**src/jts_regs.svh**
```systemverilog
// Constants for the test access port, its serial chains and both register maps
`ifndef JTS_REGS_SVH
`define JTS_REGS_SVH

// Instruction codes
`define JTS_IR_EXTEST   4'h0
`define JTS_IR_INTEST   4'h1
`define JTS_IR_SAMPLE   4'h2
`define JTS_IR_ABORT    4'h8
`define JTS_IR_DPACC    4'hA
`define JTS_IR_APACC    4'hB
`define JTS_IR_IDCODE   4'hE
`define JTS_IR_BYPASS   4'hF
`define JTS_IR_CAPT     4'h1

// Identity value, arbitrary neutral pattern
`define JTS_ID_DEFAULT  32'h1000_0001

// Acknowledge codes and chain top bits
`define JTS_ACK_OK      3'h2
`define JTS_ACK_WAIT    3'h1
`define JTS_BYP_MSB     0
`define JTS_IDC_MSB     31
`define JTS_ACC_MSB     34
`define JTS_PRE_PASSES  2'h2
`define JTS_PASS_MAX    2'h3

// Device register map and reset values
`define JTS_DEV_AFSEL   8'h00
`define JTS_DEV_PUR     8'h04
`define JTS_DEV_STAT    8'h08
`define JTS_AFSEL_RST   5'h1F
`define JTS_PUR_RST     5'h1F
`define JTS_ST_SWD      0
`define JTS_ST_BUSY     1
`define JTS_ST_TAP_LO   4
`define JTS_ST_TAP_HI   7

// Probe register map and fields
`define JTS_HOST_CMD    8'h00
`define JTS_HOST_STAT   8'h04
`define JTS_HOST_CAPT   8'h08
`define JTS_CMD_TMS     0
`define JTS_CMD_TDI     1
`define JTS_CMD_TRST    2
`define JTS_HST_BUSY    0
`define JTS_HST_TDO     1
`define JTS_TCK_HALF    4'h8

`endif

```
**src/jts_pkg.sv**
```systemverilog
// Types shared by the test port device and the probe
package jts_pkg;

	// Controller states
	typedef enum logic [3:0] {
		JTS_TLR  = 4'h0, JTS_RTI  = 4'h1, JTS_SDR  = 4'h2, JTS_CDR  = 4'h3,
		JTS_SHDR = 4'h4, JTS_E1DR = 4'h5, JTS_PDR  = 4'h6, JTS_E2DR = 4'h7,
		JTS_UDR  = 4'h8, JTS_SIR  = 4'h9, JTS_CIR  = 4'hA, JTS_SHIR = 4'hB,
		JTS_E1IR = 4'hC, JTS_PIR  = 4'hD, JTS_E2IR = 4'hE, JTS_UIR  = 4'hF
	} jts_tap_t;

	// Selected data chain
	typedef enum logic [1:0] {
		JTS_CH_BYP = 2'h0, JTS_CH_IDC = 2'h1, JTS_CH_ACC = 2'h2, JTS_CH_ABT = 2'h3
	} jts_chain_t;

	// Whole state of the device end
	typedef struct packed {
		logic [1:0]  tck_s;
		logic [1:0]  tms_s;
		logic [1:0]  tdi_s;
		logic [1:0]  trst_s;
		logic        tck_d;
		jts_tap_t    tap;
		logic [3:0]  ir_sh;
		logic [3:0]  ir;
		logic [34:0] dr_sh;
		logic        tdo;
		logic        tdo_oe_n;
		logic        pre_ok;
		logic [1:0]  pass;
		logic        swd;
		logic [4:0]  afsel;
		logic [4:0]  pur;
		logic        ack;
		logic [31:0] dat;
		logic        txn_req;
		logic        busy;
		logic [34:0] txn_data;
		logic [31:0] rdata;
	} jts_dev_st_t;

	// Whole state of the probe end
	typedef struct packed {
		logic        tck;
		logic        tms;
		logic        tdi;
		logic        trst_n;
		logic        busy;
		logic [3:0]  cnt;
		logic [1:0]  tdo_s;
		logic [31:0] capt;
		logic        ack;
		logic [31:0] dat;
	} jts_host_st_t;

endpackage

```
**src/jts_link_if.sv**
```systemverilog
// Five-wire test link between probe and device, with the pulled output wire
`timescale 1ns/1ps
interface jts_link_if;
	logic tck;
	logic tms;
	logic tdi;
	logic trst_n;
	logic tdo;
	logic tdo_oe_n;
	logic tdo_pin;

	// Pull-up holds the wire high while the device releases it
	assign tdo_pin = tdo_oe_n ? 1'h1 : tdo;

	modport probe
	(
		output tck, tms, tdi, trst_n,
		input  tdo_pin
	);
	modport target
	(
		input  tck, tms, tdi, trst_n,
		output tdo, tdo_oe_n
	);
endinterface

```
**src/jts_tap_dev.sv**
```systemverilog
// Test access port device: controller, chains, access handshake, pin switch
`timescale 1ns/1ps
`include "jts_regs.svh"
module jts_tap_dev
	import jts_pkg::*;
#(
	parameter logic [31:0] ID_VALUE = `JTS_ID_DEFAULT // Arbitrary identity
)(
	input  wire logic        ref_clk,
	input  wire logic        arst_n,
	input  wire logic        ce,
	input  wire logic        wb_cyc_i,
	input  wire logic        wb_stb_i,
	input  wire logic        wb_we_i,
	input  wire logic [7:0]  wb_adr_i,
	input  wire logic [3:0]  wb_sel_i,
	input  wire logic [31:0] wb_dat_i,
	output logic      [31:0] wb_dat_o,
	output logic             wb_ack_o,
	output logic             txn_req,
	output logic      [34:0] txn_data,
	input  wire logic        txn_done,
	input  wire logic [31:0] txn_rdata,
	output logic      [4:0]  alt_function_select,
	output logic      [4:0]  pad_pull_up_enable,
	output logic             swd_active,
	jts_link_if.target       link
);

	// ****************************************
	// State and reset value
	// ****************************************
	localparam jts_dev_st_t DEV_RST = '{
		default  : '0,
		tap      : JTS_TLR,
		ir       : `JTS_IR_IDCODE,
		tdo_oe_n : 1'h1,
		pre_ok   : 1'h1,
		afsel    : `JTS_AFSEL_RST,
		pur      : `JTS_PUR_RST
	};

	jts_dev_st_t s_r;
	jts_dev_st_t s_nxt;
	logic        rise;
	logic        fall;
	logic        active;
	jts_chain_t  sel;
	jts_tap_t    nt;

	// ****************************************
	// Controller next state
	// ****************************************
	// Standard diagram; the TMS-high arcs lead every state home in five steps
	function automatic jts_tap_t tap_step(jts_tap_t st, logic tms);
		jts_tap_t n;
		n = st;
		case (st)
			JTS_TLR:  n = tms ? JTS_TLR  : JTS_RTI;
			JTS_RTI:  n = tms ? JTS_SDR  : JTS_RTI;
			JTS_SDR:  n = tms ? JTS_SIR  : JTS_CDR;
			JTS_CDR:  n = tms ? JTS_E1DR : JTS_SHDR;
			JTS_SHDR: n = tms ? JTS_E1DR : JTS_SHDR;
			JTS_E1DR: n = tms ? JTS_UDR  : JTS_PDR;
			JTS_PDR:  n = tms ? JTS_E2DR : JTS_PDR;
			JTS_E2DR: n = tms ? JTS_UDR  : JTS_SHDR;
			JTS_UDR:  n = tms ? JTS_SDR  : JTS_RTI;
			JTS_SIR:  n = tms ? JTS_TLR  : JTS_CIR;
			JTS_CIR:  n = tms ? JTS_E1IR : JTS_SHIR;
			JTS_SHIR: n = tms ? JTS_E1IR : JTS_SHIR;
			JTS_E1IR: n = tms ? JTS_UIR  : JTS_PIR;
			JTS_PIR:  n = tms ? JTS_E2IR : JTS_PIR;
			JTS_E2IR: n = tms ? JTS_UIR  : JTS_SHIR;
			JTS_UIR:  n = tms ? JTS_SDR  : JTS_RTI;
			default:  n = JTS_TLR;
		endcase
		return n;
	endfunction

	// Instruction decode; every code without its own chain falls to bypass
	function automatic jts_chain_t chain_of(logic [3:0] ir);
		jts_chain_t c;
		c = JTS_CH_BYP;
		case (ir)
			`JTS_IR_IDCODE: c = JTS_CH_IDC;
			`JTS_IR_DPACC:  c = JTS_CH_ACC;
			`JTS_IR_APACC:  c = JTS_CH_ACC;
			`JTS_IR_ABORT:  c = JTS_CH_ABT;
			default:        c = JTS_CH_BYP;
		endcase
		return c;
	endfunction

	// ****************************************
	// Edge finding on the synchronised test clock
	// ****************************************
	// Only the second stage and its delayed copy are looked at
	assign rise   = s_r.tck_s[1] & ~s_r.tck_d;
	assign fall   = ~s_r.tck_s[1] & s_r.tck_d;
	assign active = (&s_r.afsel) & ~s_r.swd;
	assign sel    = chain_of(s_r.ir);
	assign nt     = tap_step(s_r.tap, s_r.tms_s[1]);

	// ****************************************
	// Next state
	// ****************************************
	always_comb
	begin
		s_nxt         = s_r;
		s_nxt.txn_req = 1'h0;
		s_nxt.ack     = 1'h0;
		s_nxt.tck_s   = {s_r.tck_s[0], link.tck};
		s_nxt.tms_s   = {s_r.tms_s[0], link.tms};
		s_nxt.tdi_s   = {s_r.tdi_s[0], link.tdi};
		s_nxt.trst_s  = {s_r.trst_s[0], link.trst_n};
		s_nxt.tck_d   = s_r.tck_s[1];

		// Completion from the system side ends the pending access
		if (txn_done)
		begin
			s_nxt.busy  = 1'h0;
			s_nxt.rdata = txn_rdata;
		end

		// Test reset held low pins the controller; inputs sampled on rise
		if (!s_r.trst_s[1])
		begin
			s_nxt.tap    = JTS_TLR;
			s_nxt.ir     = `JTS_IR_IDCODE;
			s_nxt.pre_ok = 1'h1;
			s_nxt.pass   = '0;
		end
		else if (active && rise)
		begin
			case (s_r.tap)
				JTS_TLR:
				begin
					s_nxt.ir     = `JTS_IR_IDCODE;
					s_nxt.pre_ok = 1'h1;
					s_nxt.pass   = '0;
				end
				JTS_CIR:
					s_nxt.ir_sh = `JTS_IR_CAPT;
				JTS_SHIR:
				begin
					s_nxt.ir_sh  = {s_r.tdi_s[1], s_r.ir_sh[3:1]};
					s_nxt.pre_ok = 1'h0;
				end
				JTS_UIR:
				begin
					s_nxt.ir = s_r.ir_sh;
					if (s_r.pass != `JTS_PASS_MAX)
						s_nxt.pass = s_r.pass + 2'h1;
				end
				JTS_CDR:
				begin
					s_nxt.pre_ok = 1'h0;
					case (sel)
						JTS_CH_IDC: s_nxt.dr_sh = {3'h0, ID_VALUE};
						JTS_CH_ACC: s_nxt.dr_sh = {s_r.rdata, s_r.busy ? `JTS_ACK_WAIT : `JTS_ACK_OK};
						default:    s_nxt.dr_sh = '0;
					endcase
				end
				JTS_SHDR:
				begin
					s_nxt.pre_ok = 1'h0;
					s_nxt.dr_sh  = s_r.dr_sh >> 1;
					case (sel)
						JTS_CH_BYP: s_nxt.dr_sh[`JTS_BYP_MSB] = s_r.tdi_s[1];
						JTS_CH_IDC: s_nxt.dr_sh[`JTS_IDC_MSB] = s_r.tdi_s[1];
						default:    s_nxt.dr_sh[`JTS_ACC_MSB] = s_r.tdi_s[1];
					endcase
				end
				JTS_UDR:
				begin
					s_nxt.pre_ok = 1'h0;
					// A busy port drops the new access; the debugger sees WAIT next time
					if (sel == JTS_CH_ACC && !s_r.busy)
					begin
						s_nxt.txn_req  = 1'h1;
						s_nxt.busy     = 1'h1;
						s_nxt.txn_data = s_r.dr_sh;
					end
					else if (sel == JTS_CH_ABT)
						s_nxt.busy = 1'h0;
				end
				JTS_RTI, JTS_SDR, JTS_SIR, JTS_E1IR:
					s_nxt.pre_ok = s_r.pre_ok;
				default:
					s_nxt.pre_ok = 1'h0;
			endcase

			// Second empty load then back to reset switches to serial-wire
			if (s_r.tap == JTS_SIR && nt == JTS_TLR && s_r.pre_ok && s_r.pass == `JTS_PRE_PASSES)
				s_nxt.swd = 1'h1;
			s_nxt.tap = nt;
		end

		// Output side moves on the falling edge, but test reset or inactive pins release it at once
		if (!active || !s_r.trst_s[1])
			s_nxt.tdo_oe_n = 1'h1;
		else if (fall)
		begin
			case (s_r.tap)
				JTS_SHIR:
				begin
					s_nxt.tdo      = s_r.ir_sh[0];
					s_nxt.tdo_oe_n = 1'h0;
				end
				JTS_SHDR:
				begin
					s_nxt.tdo      = s_r.dr_sh[0];
					s_nxt.tdo_oe_n = 1'h0;
				end
				default:
					s_nxt.tdo_oe_n = 1'h1;
			endcase
		end

		// Register bus slave, one wait state, unmapped reads zero
		if (wb_cyc_i && wb_stb_i && !s_r.ack)
		begin
			s_nxt.ack = 1'h1;
			s_nxt.dat = '0;
			case (wb_adr_i)
				`JTS_DEV_AFSEL:
				begin
					s_nxt.dat[4:0] = s_r.afsel;
					if (wb_we_i && wb_sel_i[0])
						s_nxt.afsel = wb_dat_i[4:0];
				end
				`JTS_DEV_PUR:
				begin
					s_nxt.dat[4:0] = s_r.pur;
					if (wb_we_i && wb_sel_i[0])
						s_nxt.pur = wb_dat_i[4:0];
				end
				`JTS_DEV_STAT:
				begin
					s_nxt.dat[`JTS_ST_SWD]                    = s_r.swd;
					s_nxt.dat[`JTS_ST_BUSY]                   = s_r.busy;
					s_nxt.dat[`JTS_ST_TAP_HI:`JTS_ST_TAP_LO]  = s_r.tap;
				end
				default:
					s_nxt.dat = '0;
			endcase
		end
	end

	// ****************************************
	// State register
	// ****************************************
	// Reset brings the pins up in test function with pull-ups on
	always_ff @(posedge ref_clk or negedge arst_n)
	begin
		if (!arst_n)
			s_r <= DEV_RST;
		else if (ce)
			s_r <= s_nxt;
	end

	// Outputs straight from the state register
	assign wb_dat_o            = s_r.dat;
	assign wb_ack_o            = s_r.ack;
	assign txn_req             = s_r.txn_req;
	assign txn_data            = s_r.txn_data;
	assign alt_function_select = s_r.afsel;
	assign pad_pull_up_enable  = s_r.pur;
	assign swd_active          = s_r.swd;
	assign link.tdo            = s_r.tdo;
	assign link.tdo_oe_n       = s_r.tdo_oe_n;

endmodule

```
**src/flat_wrapper.sv**
```systemverilog
// flat-port wrapper written by rule: the top's interface ports become plain ports
module jts_tap_dev_flat import jts_pkg::*;
#(
	parameter logic [31:0] ID_VALUE = `JTS_ID_DEFAULT                      
)
  (ref_clk, arst_n, ce, wb_cyc_i, wb_stb_i, wb_we_i, wb_adr_i, wb_sel_i, wb_dat_i, wb_dat_o, wb_ack_o, txn_req, txn_data, txn_done, txn_rdata, alt_function_select, pad_pull_up_enable, swd_active, link_tck, link_tms, link_tdi, link_trst_n, link_tdo, link_tdo_oe_n);
  jts_link_if link_i ();
  input  wire logic ref_clk;
  input  wire logic arst_n;
  input  wire logic ce;
  input  wire logic wb_cyc_i;
  input  wire logic wb_stb_i;
  input  wire logic wb_we_i;
  input  wire logic [7:0] wb_adr_i;
  input  wire logic [3:0] wb_sel_i;
  input  wire logic [31:0] wb_dat_i;
  output logic      [31:0] wb_dat_o;
  output logic wb_ack_o;
  output logic txn_req;
  output logic      [34:0] txn_data;
  input  wire logic txn_done;
  input  wire logic [31:0] txn_rdata;
  output logic      [4:0] alt_function_select;
  output logic      [4:0] pad_pull_up_enable;
  output logic swd_active;
  input wire logic [$bits(link_i.tck)-1:0] link_tck;
  input wire logic [$bits(link_i.tms)-1:0] link_tms;
  input wire logic [$bits(link_i.tdi)-1:0] link_tdi;
  input wire logic [$bits(link_i.trst_n)-1:0] link_trst_n;
  output wire logic [$bits(link_i.tdo)-1:0] link_tdo;
  output wire logic [$bits(link_i.tdo_oe_n)-1:0] link_tdo_oe_n;
  assign link_i.tck = link_tck;
  assign link_i.tms = link_tms;
  assign link_i.tdi = link_tdi;
  assign link_i.trst_n = link_trst_n;
  assign link_tdo = link_i.tdo;
  assign link_tdo_oe_n = link_i.tdo_oe_n;
  jts_tap_dev #(.ID_VALUE(ID_VALUE)) u_core (.ref_clk(ref_clk), .arst_n(arst_n), .ce(ce), .wb_cyc_i(wb_cyc_i), .wb_stb_i(wb_stb_i), .wb_we_i(wb_we_i), .wb_adr_i(wb_adr_i), .wb_sel_i(wb_sel_i), .wb_dat_i(wb_dat_i), .wb_dat_o(wb_dat_o), .wb_ack_o(wb_ack_o), .txn_req(txn_req), .txn_data(txn_data), .txn_done(txn_done), .txn_rdata(txn_rdata), .alt_function_select(alt_function_select), .pad_pull_up_enable(pad_pull_up_enable), .swd_active(swd_active), .link(link_i));
endmodule
```
**config.mk**
```make
export PLATFORM = sky130hd
export DESIGN_NAME = jts_tap_dev_flat
export DESIGN_NICKNAME = d
export VERILOG_FILES = /design/src/jts_pkg.sv /design/src/jts_link_if.sv /design/src/jts_tap_dev.sv /design/src/flat_wrapper.sv
export VERILOG_INCLUDE_DIRS = /design/src
export SDC_FILE = /design/constraint.sdc
export NUM_CORES = 1
export LEC_CHECK = 0
export BUFFER_PORTS_ARGS = -buffer_cell sky130_fd_sc_hd__buf_2
export CAP_MARGIN = 40
export CORE_ASPECT_RATIO = 0.75
export CORE_MARGIN = 2
export CORE_UTILIZATION = 54
export CTS_CLUSTER_DIAMETER = 50
export CTS_CLUSTER_SIZE = 16
export DETAILED_ROUTE_END_ITERATION = 8
export GPL_ROUTABILITY_DRIVEN = 0
export PLACE_DENSITY_LB_ADDON = 0.12
export REMOVE_ABC_BUFFERS = 1
export SLEW_MARGIN = 20
export SYNTH_ARGS = -nofsm -noshare
export SYNTH_HDL_FRONTEND = slang
export SYNTH_SLANG_ARGS = --single-unit
export TNS_END_PERCENT = 50
```
**constraint.sdc**
```tcl
create_clock -name ref_clk -period 3.3 [get_ports ref_clk]
set_input_delay 0.495 -clock ref_clk [delete_from_list [all_inputs] [get_ports ref_clk]]
set_output_delay 0.495 -clock ref_clk [all_outputs]
set_load 0.005 [all_outputs]
```
==> summary.md <==
| Metric | Value |
|---|---|
| Clk Latency, worst-skew pair | `0.42 ns` |
| Area Growth Syn to Fin | `11.2%` |
| Clock Tree Buf Depth | `2` |
| Total Wirelength | `14400 um` |
| Post-route antenna net violation count | `0` |
| Comb pwr share | `5.2%` |
| Nets | `792` |
| Vias | `4734` |
| Critical Path RT | `3.59 ns` |
| Drt drc | `0` |
| Mean Syn Cell Area | `11.5 um2` |
| Port Buffers | `114` |
| Largest net degree at the start of global routing | `81` |
| Maximum VDD drop | `0.000351 V` |
| Initial Util | `54.8%` |
| Crit path from | `u_core.s_r[156]` |
| Vias per std cell | `5.34` |
| Final worst path period need | `2.64 ns` |
| Post-synth EDFFs | `0` |
| DR iter-0 viols | `225` |
| Status | `finished clean` |
| Top_reg_cell synth | `dfrtp_1` |
| Max_cap viols | `0` |
| H-tree depth | `4` |
| Vias in the first global route | `4654` |
| Tightest Pin Transition | `0.807 ns` |
| Most frequent cells in the layout | `135 x dfrtp_1, 117 x mux2_2, 113 x buf_2, 75 x nand2_1, 42 x o21ai_0` |
| Design area | `8270 um2` |
| YS warnings | `0` |
| Hpwl dp | `9560 um` |
| Register area share after synthesis | `50.7%` |
| Post-DP Area | `7720 um2` |
| Distinct cells, synth | `59` |
| Register share of total power | `49.6%` |
| Post-CTS sizing | `0` |
| Core Area | `13600 um2` |
| Internal cell power | `3.08 mW` |
| Leak Pwr | `4.06 nW` |
| CP Data Arrival Time | `2.93 ns` |
| Setup Skew | `0.00749 ns` |
| Inserted Clock Buffers | `17` |
| CP Launch Type | `register` |
| Most common cell after layout, fill and taps aside | `dfrtp_1` |
| Clock sink count | `150` |
| Switching share of power | `22.3%` |
| Initial antenna violation count | `0` |
| Total gr overflow | `0` |
| FF+latch count, synth | `150` |
| Count of final setup violators | `0` |
| WHS | `0.0984 ns` |
| CP Capture Point | `u_core.txn_data[20]` |
| F_max | `379 MHz` |
| Total GRT Usage | `20.5%` |
| Worst Slack Setup Final | `0.664 ns` |
| R2R Path End | `u_core.txn_data[20]` |
| Final Max Slew Viols | `0` |
| Die area | `14700 um2` |
| Crit-path max FO | `29` |
| Worst R2R Setup Slack | `0.66 ns` |
| Synthesized area | `7430 um2` |
| Cts hold-fix bufs | `0` |
| Async SR Flop Fraction | `100%` |
| Placed cells | `855` |
| Hold crit path type | `primary input to async pin` |
| First-pass GRT wire length | `23900 um` |
| Unrepaired setup endpoints after global routing | `false` |
| Setup bufs post-CTS | `0` |
| R2R depth | `7` |
| Clk network pwr share | `45.2%` |
| Routed len/inst | `16.2 um` |
| Worst slack, placed | `0.638 ns` |
| Mapped Cells | `647` |
| WS Path Type | `register to register` |
| Antenna cells | `0` |
| Chip Width | `139 um` |
| Crit share post-route | `79.9%` |
| Switch Pwr | `885 uW` |
| Relative slew slack | `45.7%` |
| CP endpoint kind | `register` |
| CTS tree | `done` |
| Rows | `37` |
| Reg2reg start | `u_core.s_r[156]` |
| I/O pin total | `169` |
| Fill cells | `1126` |
| Die height | `106 um` |
| Clock slew seen by the registers of the worst setup and hold paths | `0.06 ns` |
| Layout cells sized above 1 | `42.2%` |
| CTS root buf | `clkbuf_16` |
| Pre-antenna DRT Iters | `4` |
| Finished Layout Cells | `886` |
| Final hold vios | `0` |
| Power Density | `479 nW/um2` |
[worst max-delay path: stages (launching register included)]
cell	delay, ns
dfstp_2	0.53
inv_1	0.05
a211oi_1	0.53
ha_1	0.29
nand2b_1	0.12
nor3_4	0.17
buf_4	0.41
mux2_2	0.39
[Yosys cell counts, types with 8 or more instances]
master    number  share of area (%)
mux2i_1       12                1.6
buf_4         77                7.8
nand2_1       75                3.8
inv_1         16               0.81
mux2_2       117                 18
dfstp_2       15                5.3
a21oi_1       11               0.74
o21ai_0       42                2.8
buf_2         10               0.67
nand3_1        8               0.54
clkbuf_1      21                1.1
dfrtp_1      135                 45
[flip-flops by register name, summed over array words and instances, names as in the netlist]
| signal | flops |
|---|---|
| u_core.alt_function_select | 5 |
| u_core.link.tdo | 1 |
| u_core.link.tdo_oe_n | 1 |
| u_core.pad_pull_up_enable | 5 |
| u_core.s_nxt | 5 |
| u_core.s_r | 87 |
| u_core.swd_active | 1 |
| u_core.txn_data | 35 |
| u_core.txn_req | 1 |
| u_core.wb_ack_o | 1 |
| u_core.wb_dat_o | 8 |
[how the worst min path moves through the flow]
stage	to	slack, ns	cells after the start
4_1_cts	u_core.wb_dat_o[0]	0.11	1
3_3_place_gp	u_core.txn_req	0.46	1
5_1_grt	u_core.wb_dat_o[2]	0.14	1
6_report	u_core.wb_dat_o[3]	0.1	1
3_5_place_dp	u_core.txn_req	0.46	1
2_1_floorplan	u_core.link.tdo	0.20	0
[power groups by stage]
stage               sequential (mW)  clock (mW)  combinational [mW]
floorplan                      1.98           0               0.108
global placement               1.99           0               0.200
detailed placement             2.00           0               0.208
CTS                            1.97        1.83               0.210
global route                   1.98        1.92               0.230
finish                         1.97        1.79               0.205
[routing by layer]
metal,routed length [um],global-route usage [%]
met1,6990,29.3
met2,6660,31.6
met3,641,4.18
met4,105,6.93
met5,0,0
[through the flow]
step,total power [mW],TNS [ns],util [%]
floorplan,2.09,-27.04,-
global placement,2.19,0,56.7
detailed placement,2.21,0,56.9
CTS,4.00,0,61.0
global route,4.12,0,61.0
finish,3.96,0,61.0
[cell families (layout without fill, tap and decap cells)]
| kind of cell | after synthesis | after routing | synth area share (%) |
|---|---|---|---|
| compound gates | 88 | 88 | 7.40 |
| xor+xnor | 3 | 3 | 0.353 |
| fa+ha+maj | 6 | 6 | 1.01 |
| buf+inv | 131 | 172 | 10.7 |
| flops | 150 | 150 | 50.7 |
| mux | 135 | 135 | 20.5 |
| other cells | 1 | 24 | 0.0504 |
| simple gates | 133 | 133 | 9.27 |
[final cells by class]
type	count	area, um2	area share, %
Clock buffer	25	505	6.11
Sequential cell	150	3770	45.6
Clock inverter	6	42.5	0.514
Multi-Input combinational cell	389	2970	35.9
Inverter	16	60.1	0.726
Timing Repair Buffer	125	704	8.52
Tap cell	175	219	2.65
(Power assumes the default switching activity.)
